===== config.mk =====
export PLATFORM = sky130hd
export DESIGN_NAME = afecr_regs
export DESIGN_NICKNAME = d
export VERILOG_FILES = /design/src/include/afecr_pkg.sv /design/src/rtl/afecr_regs.sv
export SDC_FILE = /design/constraint.sdc
export NUM_CORES = 1
export LEC_CHECK = 0
export ABC_AREA = 1
export BUFFER_PORTS_ARGS = -buffer_cell sky130_fd_sc_hd__buf_2
export CORE_ASPECT_RATIO = 0.8
export CORE_MARGIN = 1
export CORE_UTILIZATION = 41
export DETAILED_ROUTE_END_ITERATION = 6
export GPL_TIMING_DRIVEN = 1
export PLACE_DENSITY = 0.67
export SYNTH_ARGS = -nofsm -noshare
export SYNTH_HDL_FRONTEND = slang
export SYNTH_SLANG_ARGS = --single-unit

===== constraint.sdc =====
create_clock -name pclk -period 2 [get_ports pclk]
set_input_delay 0.1 -clock pclk [delete_from_list [all_inputs] [get_ports pclk]]
set_output_delay 0.1 -clock pclk [all_outputs]
set_load 0.03 [all_outputs]

===== src/include/afecr_pkg.sv =====
/*
 Register indices, field positions, reset values and carrier types for the
 analog front end control register bank.
 Assumes a 32-bit APB master; byte address is four times the register index.
*/
package afecr_pkg;

   // ==========================================================
   // Register indices
   localparam logic [7:0] IDX_CLK_SRC = 8'h03;
   localparam logic [7:0] IDX_PHASE = 8'h04;
   localparam logic [7:0] IDX_RED_GAIN = 8'h05;
   localparam logic [7:0] IDX_GREEN_GAIN = 8'h06;
   localparam logic [7:0] IDX_BLUE_GAIN = 8'h07;
   localparam logic [7:0] IDX_RED_TARGET = 8'h08;
   localparam logic [7:0] IDX_RED_OFFSET = 8'h09;
   localparam logic [7:0] IDX_GREEN_TARGET = 8'h0A;
   localparam logic [7:0] IDX_GREEN_OFFSET = 8'h0B;
   localparam logic [7:0] IDX_BLUE_TARGET = 8'h0C;
   localparam logic [7:0] IDX_BLUE_OFFSET = 8'h0D;
   localparam logic [7:0] IDX_SEP_WIDTH = 8'h0E;
   localparam logic [7:0] IDX_SLICE_ENTER = 8'h0F;
   localparam logic [7:0] IDX_SLICE_EXIT = 8'h10;
   localparam logic [7:0] IDX_SOURCE_SEL = 8'h11;
   localparam logic [7:0] IDX_POL_COAST = 8'h12;
   localparam logic [7:0] IDX_CLAMP_FB = 8'h1C;
   localparam logic [7:0] IDX_EFFECTIVE = 8'h1D;
   localparam int IDX_LSB = 2;
   localparam int IDX_W = 8;

   // ==========================================================
   // Field positions
   localparam int CLK_SRC_BIT = 2;
   localparam int PHASE_LSB = 3;
   localparam int PHASE_W = 5;
   localparam int SLICE_LSB = 2;
   localparam int SLICE_W = 6;
   localparam int CLAMP_FB_BIT = 7;
   localparam int SS_HS_SRC = 7;
   localparam int SS_HS_OVR = 6;
   localparam int SS_VS_SRC = 5;
   localparam int SS_VS_OVR = 4;
   localparam int SS_CH_SEL = 3;
   localparam int SS_CH_OVR = 2;
   localparam int SS_IF_SEL = 1;
   localparam int SS_IF_OVR = 0;
   localparam int PC_HS_POL = 7;
   localparam int PC_HS_OVR = 6;
   localparam int PC_VS_POL = 5;
   localparam int PC_VS_OVR = 4;
   localparam int PC_CO_POL = 3;
   localparam int PC_CO_OVR = 2;
   localparam int PC_CO_SRC = 1;
   localparam int PC_CO_FILT = 0;

   // ==========================================================
   // Reset values
   localparam logic [7:0] RST_CLK_SRC = 8'h00;
   localparam logic [PHASE_W-1:0] RST_PHASE = 5'h10;
   localparam logic [7:0] RST_GAIN = 8'h80;
   localparam logic [7:0] RST_TARGET = 8'h00;
   localparam logic [7:0] RST_OFFSET = 8'h80;
   localparam logic [7:0] RST_SEP_WIDTH = 8'h20;
   localparam logic [SLICE_W-1:0] RST_SLICE = 6'h10;
   localparam logic [7:0] RST_SOURCE_SEL = 8'h00;
   localparam logic [7:0] RST_POL_COAST = 8'hA9;
   localparam logic [7:0] RST_CLAMP_FB = 8'h00;
   // Excess-128 midpoint of the offset register
   localparam logic [8:0] OFFSET_MID = 9'h080;
   localparam int NUM_CH = 3;
   localparam int NUM_AUTO = 7;

   // ==========================================================
   // Carrier types
   typedef struct packed {
      logic hsync_from_sync_on_green;
      logic vsync_from_sync_on_green;
      logic channel;
      logic digital_interface;
      logic hsync_active_high;
      logic vsync_active_high;
      logic coast_active_high;
   } afecr_sel_t;

   typedef struct packed {
      logic clock_source_select;
      logic pll_divide_ratio_used;
      logic [PHASE_W-1:0] phase;
      logic [NUM_CH-1:0][7:0] gain;
      logic [NUM_CH-1:0][7:0] clamp_target;
      logic [NUM_CH-1:0][8:0] offset_code;
      logic clamp_feedback;
      logic [7:0] sep_width;
      logic [SLICE_W-1:0] slicer_enter;
      logic [SLICE_W-1:0] slicer_exit;
      logic coast_external;
      logic coast_filtered_vsync;
   } afecr_ctrl_t;

endpackage : afecr_pkg


===== src/rtl/afecr_regs.sv =====
/*
 APB register bank for the analog front end: clock source, sampling phase,
 gains, offsets, sync separation, slicer levels, source and polarity choices.
 Assumes the automatic detection results arrive asynchronously from the sync
 processor and that the analog blocks read the control outputs directly.
 Assumes byte lane 0 carries every register; lanes 1 to 3 are ignored.
 Assumes software keeps the slicer enter level below the exit level.
 Assumes reset is held long enough for the detector flops to settle.
*/
// Added by the designer: the APB slave port.
`timescale 1ns/1ps
module afecr_regs (
   input wire logic pclk,
   input wire logic presetn,
   input wire logic psel,
   input wire logic penable,
   input wire logic pwrite,
   input wire logic [31:0] paddr,
   input wire logic [31:0] pwdata,
   input wire logic [3:0] pstrb,
   output logic [31:0] prdata,
   output logic pready,
   output logic pslverr,
   input wire afecr_pkg::afecr_sel_t auto_sel,
   output afecr_pkg::afecr_sel_t eff_sel,
   output afecr_pkg::afecr_ctrl_t ctrl
);
   import afecr_pkg::*;

   // ==========================================================
   // Register storage
   logic clk_src_r;
   logic [PHASE_W-1:0] phase_r;
   logic [NUM_CH-1:0][7:0] gain_r;
   logic [NUM_CH-1:0][7:0] target_r;
   logic [NUM_CH-1:0][7:0] offset_r;
   logic [7:0] sep_width_r;
   logic [SLICE_W-1:0] enter_r;
   logic [SLICE_W-1:0] exit_r;
   logic [7:0] source_sel_r;
   logic [7:0] pol_coast_r;
   logic clamp_fb_r;

   // Detector path: two sync stages, then the resolved flop
   logic [NUM_AUTO-1:0] auto_meta_r;
   logic [NUM_AUTO-1:0] auto_sync_r;
   afecr_sel_t auto_s;
   afecr_sel_t eff_nxt;
   afecr_sel_t eff_r;
   afecr_ctrl_t ctrl_nxt;
   afecr_ctrl_t ctrl_r;

   // Bus side
   logic [IDX_W-1:0] idx;
   logic wr_en;
   logic rd_en;
   logic mapped;
   logic [7:0] rd_byte;
   logic [31:0] prdata_r;
   logic pslverr_nxt;

   // Unmapped or misaligned words answer with an error
   function automatic logic idx_mapped(input logic [IDX_W-1:0] i);
      logic hit;
      hit = 1'b0;
      unique case (i)
         IDX_CLK_SRC,
         IDX_PHASE,
         IDX_RED_GAIN,
         IDX_GREEN_GAIN,
         IDX_BLUE_GAIN,
         IDX_RED_TARGET,
         IDX_RED_OFFSET,
         IDX_GREEN_TARGET,
         IDX_GREEN_OFFSET,
         IDX_BLUE_TARGET,
         IDX_BLUE_OFFSET,
         IDX_SEP_WIDTH,
         IDX_SLICE_ENTER,
         IDX_SLICE_EXIT,
         IDX_SOURCE_SEL,
         IDX_POL_COAST,
         IDX_CLAMP_FB,
         IDX_EFFECTIVE: hit = 1'b1;
         default: hit = 1'b0;
      endcase
      return hit;
   endfunction : idx_mapped

   // Excess-128 register to signed offset
   function automatic logic [8:0] excess_to_signed(input logic [7:0] v);
      return {1'b0, v} - OFFSET_MID;
   endfunction : excess_to_signed

   // ==========================================================
   // APB decode: zero wait states, byte lane 0 carries each register
   assign idx = paddr[IDX_LSB +: IDX_W];
   assign mapped = idx_mapped(idx) && (paddr[31:IDX_LSB+IDX_W] == '0)
                   && (paddr[IDX_LSB-1:0] == '0);
   // Lane 0 masked: the write is dropped and no error is raised
   assign wr_en = psel && penable && pwrite && mapped && pstrb[0];
   assign rd_en = psel && !penable && !pwrite;
   // Every register is a plain flop, so no access needs a wait state
   assign pready = 1'b1;
   // The error flop holds only through the access cycle it belongs to
   assign pslverr_nxt = psel && !penable && !mapped;

   always_ff @(posedge pclk or negedge presetn) begin
      if (!presetn) begin
         pslverr <= 1'b0;
      end else if (psel && penable) begin
         pslverr <= 1'b0;
      end else begin
         pslverr <= pslverr_nxt;
      end
   end

   // ==========================================================
   // Writable registers, one process each
   // True for a lane 0 write aimed at one index
   function automatic logic wr_hit(
      input logic en,
      input logic [IDX_W-1:0] at,
      input logic [IDX_W-1:0] which
   );
      return en && (at == which);
   endfunction : wr_hit

   always_ff @(posedge pclk or negedge presetn) begin
      if (!presetn) begin
         clk_src_r <= RST_CLK_SRC[CLK_SRC_BIT];
      end else if (wr_hit(wr_en, idx, IDX_CLK_SRC)) begin
         clk_src_r <= pwdata[CLK_SRC_BIT];
      end
   end

   always_ff @(posedge pclk or negedge presetn) begin
      if (!presetn) begin
         phase_r <= RST_PHASE;
      end else if (wr_hit(wr_en, idx, IDX_PHASE)) begin
         phase_r <= pwdata[PHASE_LSB +: PHASE_W];
      end
   end

   always_ff @(posedge pclk or negedge presetn) begin
      if (!presetn) begin
         sep_width_r <= RST_SEP_WIDTH;
      end else if (wr_hit(wr_en, idx, IDX_SEP_WIDTH)) begin
         sep_width_r <= pwdata[7:0];
      end
   end

   // No ordering check: keeping enter below exit is up to software
   always_ff @(posedge pclk or negedge presetn) begin
      if (!presetn) begin
         enter_r <= RST_SLICE;
      end else if (wr_hit(wr_en, idx, IDX_SLICE_ENTER)) begin
         enter_r <= pwdata[SLICE_LSB +: SLICE_W];
      end
   end

   always_ff @(posedge pclk or negedge presetn) begin
      if (!presetn) begin
         exit_r <= RST_SLICE;
      end else if (wr_hit(wr_en, idx, IDX_SLICE_EXIT)) begin
         exit_r <= pwdata[SLICE_LSB +: SLICE_W];
      end
   end

   // Manual sync, channel, interface and polarity choices only show where their override bit is set
   always_ff @(posedge pclk or negedge presetn) begin
      if (!presetn) begin
         source_sel_r <= RST_SOURCE_SEL;
      end else if (wr_hit(wr_en, idx, IDX_SOURCE_SEL)) begin
         source_sel_r <= pwdata[7:0];
      end
   end

   always_ff @(posedge pclk or negedge presetn) begin
      if (!presetn) begin
         pol_coast_r <= RST_POL_COAST;
      end else if (wr_hit(wr_en, idx, IDX_POL_COAST)) begin
         pol_coast_r <= pwdata[7:0];
      end
   end

   always_ff @(posedge pclk or negedge presetn) begin
      if (!presetn) begin
         clamp_fb_r <= RST_CLAMP_FB[CLAMP_FB_BIT];
      end else if (wr_hit(wr_en, idx, IDX_CLAMP_FB)) begin
         clamp_fb_r <= pwdata[CLAMP_FB_BIT];
      end
   end

   // Per-channel gain, clamp target and offset share one layout
   for (genvar c = 0; c < NUM_CH; c++) begin : g_ch
      localparam logic [IDX_W-1:0] GAIN_IDX = IDX_RED_GAIN + IDX_W'(c);
      localparam logic [IDX_W-1:0] TGT_IDX = IDX_RED_TARGET + IDX_W'(2 * c);
      localparam logic [IDX_W-1:0] OFS_IDX = IDX_RED_OFFSET + IDX_W'(2 * c);
      // Gains sit at consecutive indices; target and offset interleave
      always_ff @(posedge pclk or negedge presetn) begin
         if (!presetn) begin
            gain_r[c] <= RST_GAIN;
         end else if (wr_hit(wr_en, idx, GAIN_IDX)) begin
            gain_r[c] <= pwdata[7:0];
         end
      end

      always_ff @(posedge pclk or negedge presetn) begin
         if (!presetn) begin
            target_r[c] <= RST_TARGET;
         end else if (wr_hit(wr_en, idx, TGT_IDX)) begin
            target_r[c] <= pwdata[7:0];
         end
      end

      always_ff @(posedge pclk or negedge presetn) begin
         if (!presetn) begin
            offset_r[c] <= RST_OFFSET;
         end else if (wr_hit(wr_en, idx, OFS_IDX)) begin
            offset_r[c] <= pwdata[7:0];
         end
      end
   end

   // ==========================================================
   // Automatic detection results come from another domain: two flops each
   for (genvar b = 0; b < NUM_AUTO; b++) begin : g_sync
      always_ff @(posedge pclk or negedge presetn) begin
         if (!presetn) begin
            auto_meta_r[b] <= 1'b0;
         end else begin
            auto_meta_r[b] <= auto_sel[b];
         end
      end

      // Only the second stage is read past this point
      always_ff @(posedge pclk or negedge presetn) begin
         if (!presetn) begin
            auto_sync_r[b] <= 1'b0;
         end else begin
            auto_sync_r[b] <= auto_meta_r[b];
         end
      end
   end
   assign auto_s = afecr_sel_t'(auto_sync_r);

   // ==========================================================
   // Effective selections: manual bit when overridden, detector otherwise
   function automatic logic pick(
      input logic ovr,
      input logic manual,
      input logic detected
   );
      return ovr ? manual : detected;
   endfunction : pick

   always_comb begin
      eff_nxt.hsync_from_sync_on_green = pick(source_sel_r[SS_HS_OVR],
         source_sel_r[SS_HS_SRC], auto_s.hsync_from_sync_on_green);
      eff_nxt.vsync_from_sync_on_green = pick(source_sel_r[SS_VS_OVR],
         source_sel_r[SS_VS_SRC], auto_s.vsync_from_sync_on_green);
      eff_nxt.channel = pick(source_sel_r[SS_CH_OVR],
         source_sel_r[SS_CH_SEL], auto_s.channel);
      eff_nxt.digital_interface = pick(source_sel_r[SS_IF_OVR],
         source_sel_r[SS_IF_SEL], auto_s.digital_interface);
      eff_nxt.hsync_active_high = pick(pol_coast_r[PC_HS_OVR],
         pol_coast_r[PC_HS_POL], auto_s.hsync_active_high);
      eff_nxt.vsync_active_high = pick(pol_coast_r[PC_VS_OVR],
         pol_coast_r[PC_VS_POL], auto_s.vsync_active_high);
      eff_nxt.coast_active_high = pick(pol_coast_r[PC_CO_OVR],
         pol_coast_r[PC_CO_POL], auto_s.coast_active_high);
   end

   // ==========================================================
   // Control outputs; a write shows here one edge later
   always_comb begin
      ctrl_nxt.clock_source_select = clk_src_r;
      ctrl_nxt.pll_divide_ratio_used = !clk_src_r;
      ctrl_nxt.phase = phase_r;
      ctrl_nxt.gain = gain_r;
      ctrl_nxt.clamp_target = target_r;
      ctrl_nxt.clamp_feedback = clamp_fb_r;
      for (int c = 0; c < NUM_CH; c++) begin
         if (clamp_fb_r) begin
            // Target plus brightness, each step one output LSB
            // Nine bits hold any sum of two signed bytes, so it never wraps
            ctrl_nxt.offset_code[c] = {target_r[c][7], target_r[c]}
               + excess_to_signed(offset_r[c]);
         end else begin
            ctrl_nxt.offset_code[c] = excess_to_signed(offset_r[c]);
         end
      end
      ctrl_nxt.sep_width = sep_width_r;
      ctrl_nxt.slicer_enter = enter_r;
      ctrl_nxt.slicer_exit = exit_r;
      ctrl_nxt.coast_external = pol_coast_r[PC_CO_SRC];
      ctrl_nxt.coast_filtered_vsync = pol_coast_r[PC_CO_FILT];
   end

   always_ff @(posedge pclk or negedge presetn) begin
      if (!presetn) begin
         ctrl_r <= '0;
      end else begin
         ctrl_r <= ctrl_nxt;
      end
   end

   always_ff @(posedge pclk or negedge presetn) begin
      if (!presetn) begin
         eff_r <= '0;
      end else begin
         eff_r <= eff_nxt;
      end
   end
   assign ctrl = ctrl_r;
   assign eff_sel = eff_r;

   // ==========================================================
   // Read mux, captured in the setup cycle so prdata is a flop
   always_comb begin
      // Reserved bits and unmapped indices read as zero
      rd_byte = 8'h00;
      unique case (idx)
         IDX_CLK_SRC: rd_byte[CLK_SRC_BIT] = clk_src_r;
         IDX_PHASE: rd_byte[PHASE_LSB +: PHASE_W] = phase_r;
         IDX_RED_GAIN: rd_byte = gain_r[0];
         IDX_GREEN_GAIN: rd_byte = gain_r[1];
         IDX_BLUE_GAIN: rd_byte = gain_r[2];
         IDX_RED_TARGET: rd_byte = target_r[0];
         IDX_RED_OFFSET: rd_byte = offset_r[0];
         IDX_GREEN_TARGET: rd_byte = target_r[1];
         IDX_GREEN_OFFSET: rd_byte = offset_r[1];
         IDX_BLUE_TARGET: rd_byte = target_r[2];
         IDX_BLUE_OFFSET: rd_byte = offset_r[2];
         IDX_SEP_WIDTH: rd_byte = sep_width_r;
         IDX_SLICE_ENTER: rd_byte[SLICE_LSB +: SLICE_W] = enter_r;
         IDX_SLICE_EXIT: rd_byte[SLICE_LSB +: SLICE_W] = exit_r;
         IDX_SOURCE_SEL: rd_byte = source_sel_r;
         IDX_POL_COAST: rd_byte = pol_coast_r;
         IDX_CLAMP_FB: rd_byte[CLAMP_FB_BIT] = clamp_fb_r;
         // Resolved choices so software can see what auto mode picked
         IDX_EFFECTIVE: rd_byte = {1'b0, eff_r};
         default: rd_byte = 8'h00;
      endcase
   end

   always_ff @(posedge pclk or negedge presetn) begin
      if (!presetn) begin
         prdata_r <= 32'h00000000;
      end else if (rd_en) begin
         // Unmapped reads return zero alongside the error
         prdata_r <= mapped ? {24'h000000, rd_byte} : 32'h00000000;
      end
   end
   assign prdata = prdata_r;

endmodule : afecr_regs


After elaboration in Yosys (flattened, before gate mapping)
Memories as Yosys holds them, arrays and structs flattened.
Cells that the tools add are included.
{"block": "totals", "ff_bits": 274, "romBits": 32, "input_bits": 80, "out_inout_bits": 146, "word_cells": 133, "memories": 1}
{"memory": "(name not given)", "depth": 32, "width": 1, "read_ports": 1, "rd_ports_with_merged_regs": 0, "write_ports": 0, "line_no": "afecr_regs.sv:66", "source": "unique case (i)"}
{"block": "op_classes", "add_sub_neg": 6, "n_eq_ne": 18, "n_mux": 17, "n_reduce_logical": 33}
{"op": "$eq A8 B4 Y1 const B", "count": 8}
{"op": "$pmux W4 S16", "count": 1}
{"op": "$eq A8 B5 Y1 const B", "count": 5}
{"op": "$eq A8 B3 Y1 const B", "count": 4}
{"op": "$pmux W1 S16", "count": 2}
{"op": "$add A9 B9 Y9", "count": 3}
{"op": "$mux W9", "count": 3}
{"op": "$sub A8 B8 Y9 const B", "count": 3}
{"op": "$logic_and A1 B1 Y1", "count": 26}
{"op": "$pmux W2 S13", "count": 1}
{"op": "$logic_not A22 Y1", "count": 1}
{"op": "$mux W1", "count": 9}
{"op": "$eq A8 B2 Y1 const B", "count": 1}
{"op": "$mux W8", "count": 1}
{"op": "$logic_not A1 Y1", "count": 4}
{"op": "$logic_not A3 Y1", "count": 1}
{"op": "$logic_not A2 Y1", "count": 1}

Longest topological paths before layout
{"block": "logic_depth", "depth_word": 7, "ltp_mapped": 13, "depth_no_buf": 11}

Least setup slack after synthesis
OpenSTA, ideal clock, no wires.
{"block": "synth_timing", "path_kind": "reg2reg", "startpoint": "register offset_r[8] in the netlist's numbering", "endpoint": "register ctrl_r, in the netlist ctrl[38]", "setup_time_ps": 135, "t_arrival_ps": 1408, "required_ps": 1865, "setup_slack_ps": 457, "path_stages_with_launch": 7, "n_path_buf": 0, "synth_period_minus_slack_ps": 1543, "path_cell_list": "dfrtp_1 ha_1 fa_1 nand4_1 nand3_1 xnor2_1 o21ai_0"}
{"item": "start, declared", "line_no": "afecr_regs.sv:36", "source": "logic [NUM_CH-1:0][7:0] offset_r;"}
{"item": "start signal, assigned by index", "line_no": "afecr_regs.sv:221", "source": "offset_r[c] <= pwdata[7:0];"}
{"item": "end signal, assigned", "line_no": "afecr_regs.sv:305", "source": "ctrl_r <= ctrl_nxt;"}
{"item": "end, declared", "line_no": "afecr_regs.sv:51", "source": "afecr_ctrl_t ctrl_r;"}

==> reports/metrics.yaml <==
crit_path_end_kind: "register"
hpwl_um: 20700
vdd_drop_max_mv: 0.587
whs_ns: 0.0386
clock_skew_ns: 0.0145
rows: 53
die_area_um2: 28200
dr.pass1.iters: 5
yosysMostFrequentCell: "nand2_1"
syn2layout_area_growth_pct: 18.6
cts_sinks: 250
syn-cell-area_um2: 11300
start_util_pct: 42.3
slowest_delay_ns: 0.44
ys_ff_latch: 250
io-pin-count: 226
synth_xor_area_share_pct: 0.466
finalSetupViolCount: 0
antenna_found_initial: 3
cp_slowest_cell: "fa_1"
hold_class: "in2reg"
route.vias.total: 9002
postCtsHoldBufs: 10
slew_headroom_pct: 49.2
die_height_um: 150
ctsResizeCount: 0
tns_ns: 0
status: "finished clean"
ys_types: 38
final_nets: 1516
die_w_um: 187
drive_above_1_share_pct: 22.3
ys_seq_area_share_pct: 55.7
crit_chain: "ha_1 > fa_1 > nand4_1 > nand3_1 > xnor2_1 > o21ai_0"
clk_pin_slew_ns: 0.06
synth_common_cells: "325 x nand2_1, 236 x dfrtp_1, 143 x nand3_1"
hold_end: "prdata[7]$_DFFE_PN0P_"
rsz0062_at_grt: "no"
ys.flop_type: "dfrtp_1"
worstSkewPairLatency_ns: 0.52
hold_viol_final: 0
cts_buffers: 25
synth_top_area_cell: "dfrtp_1"
globalRoute.totalOverflow: 0
first_global_vias: 8461
synth_area_per_cell_um2: 9.26
async_flop_share_pct: 100
yosysWarnings: 0
period_needed_ns: 1.80
synth_fa_ha_area_share_pct: 3.20
whs_path_depth: 6
grt_pass1_wl_um: 46100
fmax_ghz: 0.556
port_buffers: 173
drt_wl_total_um: 29000
synth-edff-count: 0
instances_no_fill: 1785
crit_buf_inv: 0
worstRegToRegCells: 6
yosys.area_share.simple_pct: 24.6
drv_cap: 0
clock-root-buffer: "clkbuf_16"
synth_compound_area_share_pct: 8.30
place_inst: 1729
start_kind: "register"
wl_per_cell_um: 16.2
grt_usage_pct: 20.9
synthTopCellsByArea: "dfrtp_1 52%, nand2_1 11%, nand3_1 6.3%, dfstp_2 3.3%, o21ai_1 3.1%"
cp_num_cells: 6
yosysTopAreaCellShare_pct: 52.4
critPathKind: "reg2reg"
arrival_ns: 2.22
dr.first_iter.drc_count: 627
p_leak_nw: 7.09
grt_max_degree: 58
synthMuxAreaShare_pct: 0.699
via_per_inst: 5.04
tritoncts: "built"
cp.required_ns: 2.42
core_um2: 26700
hp-start: "pwrite"
drcViolationCount: 0
worstMarginPinSlew_ns: 0.761
clk_path_buf_depth: 3
r2r-start: "offset_r[8]$_DFFE_PN0P_"
gp_congestion: 0.883
timing.final.crit_share_pct: 89.9
postSynthCellCount: 1217
post_cts_buffers: 0
crit_fanout: 4
synth_top_family_by_area: "simple AND/OR/NAND/NOR gates"
ant_nets: 0
drv_slew: 0
htree_levels: 1
reg2reg_to: "ctrl[38]$_DFF_PN0_"
powerDensity_nw_per_um2: 748
critPathTopFamily: "adder cells"
r2r_setup_slack_ns: 0.20
## worst max path at each step
| stage | startpoint | end | slack [ns] |
|---|---|---|---|
| final | offset_r[8]$_DFFE_PN0P_ | ctrl[38]$_DFF_PN0_ | 0.20 |
| after global routing | offset_r[16]$_DFFE_PN0P_ | ctrl[47]$_DFF_PN0_ | 0.07 |
| after CTS | offset_r[8]$_DFFE_PN0P_ | ctrl[38]$_DFF_PN0_ | 0.22 |
| after detailed placement | paddr[29] | exit_r[0]$_DFFE_PN0P_ | 0.23 |
| after global placement | offset_r[16]$_DFFE_PN0P_ | ctrl[47]$_DFF_PN0_ | 0.28 |
| after floorplan | offset_r[8]$_DFFE_PN0P_ | ctrl[38]$_DFF_PN0_ | 0.46 |
## flip-flops by register name, summed over array words and instances (netlist names)
register and flops:
eff_sel 7, pol_coast_r 8, clamp_fb_r 1, phase_r 5
sep_width_r 8, pslverr 1, auto_s 7, ctrl 105
auto_meta_r 7, prdata 8, exit_r 6, clk_src_r 1
source_sel_r 8, ctrl_nxt 48, offset_r 24, enter_r 6
## metrics by stage
step / setup slack, ns / cell area, um2 / total power, mW / util [%]
6_report: 0.202 / 13400 / 10.0 / 50.2
5_1_grt: 0.0658 / 13400 / 10.4 / 50.2
3_5_place_dp: 0.232 / 12500 / 5.67 / 46.9
2_1_floorplan: 0.457 / 11400 / 5.43 / -
4_1_cts: 0.220 / 13400 / 10.1 / 50.2
3_3_place_gp: 0.280 / 12500 / 5.67 / 46.9
## where the power goes
| group | switching (mW) | internal (mW) | total (mW) |
|---|---|---|---|
| clock network | 1.96 | 2.45 | 4.41 |
| registers | 0.0104 | 5.08 | 5.09 |
| logic | 0.378 | 0.119 | 0.498 |
## worst register-to-register path, delay by kind of cell (launching register included)
| family | cells | cell delay [ns] |
|---|---|---|
| adder cells (fa/ha/maj) | 2 | 0.68 |
| flip-flops | 1 | 0.41 |
| AND/OR/NAND/NOR | 2 | 0.27 |
| AO/OA/AOI/OAI | 1 | 0.19 |
| XOR/XNOR | 1 | 0.15 |
## cell families after synthesis
| family | after synthesis |
|---|---|
| AOI/OAI and AO/OA | 163 |
| adders and majority gates | 27 |
| DFF | 250 |
| and+or+nand+nor | 610 |
| buffers and inverters | 152 |
| other | 2 |
| muxes | 7 |
| xor gates and xnor gates | 6 |
## area by class of cell
cell class	instances	area (um2)
fill	2499	13300
sequential	250	6270
multi-input combinational	838	4310
timing repair buffer	211	1260
clock buffer	34	689
tap	357	447
inverter	83	313
clock inverter	11	82.6
antenna	1	2.50
## metal layers
metal	vias to the layer above	track usage [%]	part of all wire [%]
met5	-	0	0.090
met1	4291	29.6	45
met2	308	33.2	45
met3	60	3.94	7.2
li1	4339	-	-
met4	4	5.61	2.3
## cell usage in the layout (no fill, tap or decap), types with 7 or more instances in the layout
master,count
o21ai_0,38
buf_2,172
buf_4,22
dfrtp_1,236
nand3_4,10
a21oi_1,12
o21ai_2,20
nor3_1,9
nand2_1,325
ha_1,24
dlygate4sd3_1,10
nand4_1,11
mux2_2,7
clkbuf_16,25
dfstp_2,14
nand3_1,143
nor2_1,85
conb_1,25
a31oi_1,12
inv_1,80
o21ai_1,69
Note: power is estimated with default switching activity, not from simulation.
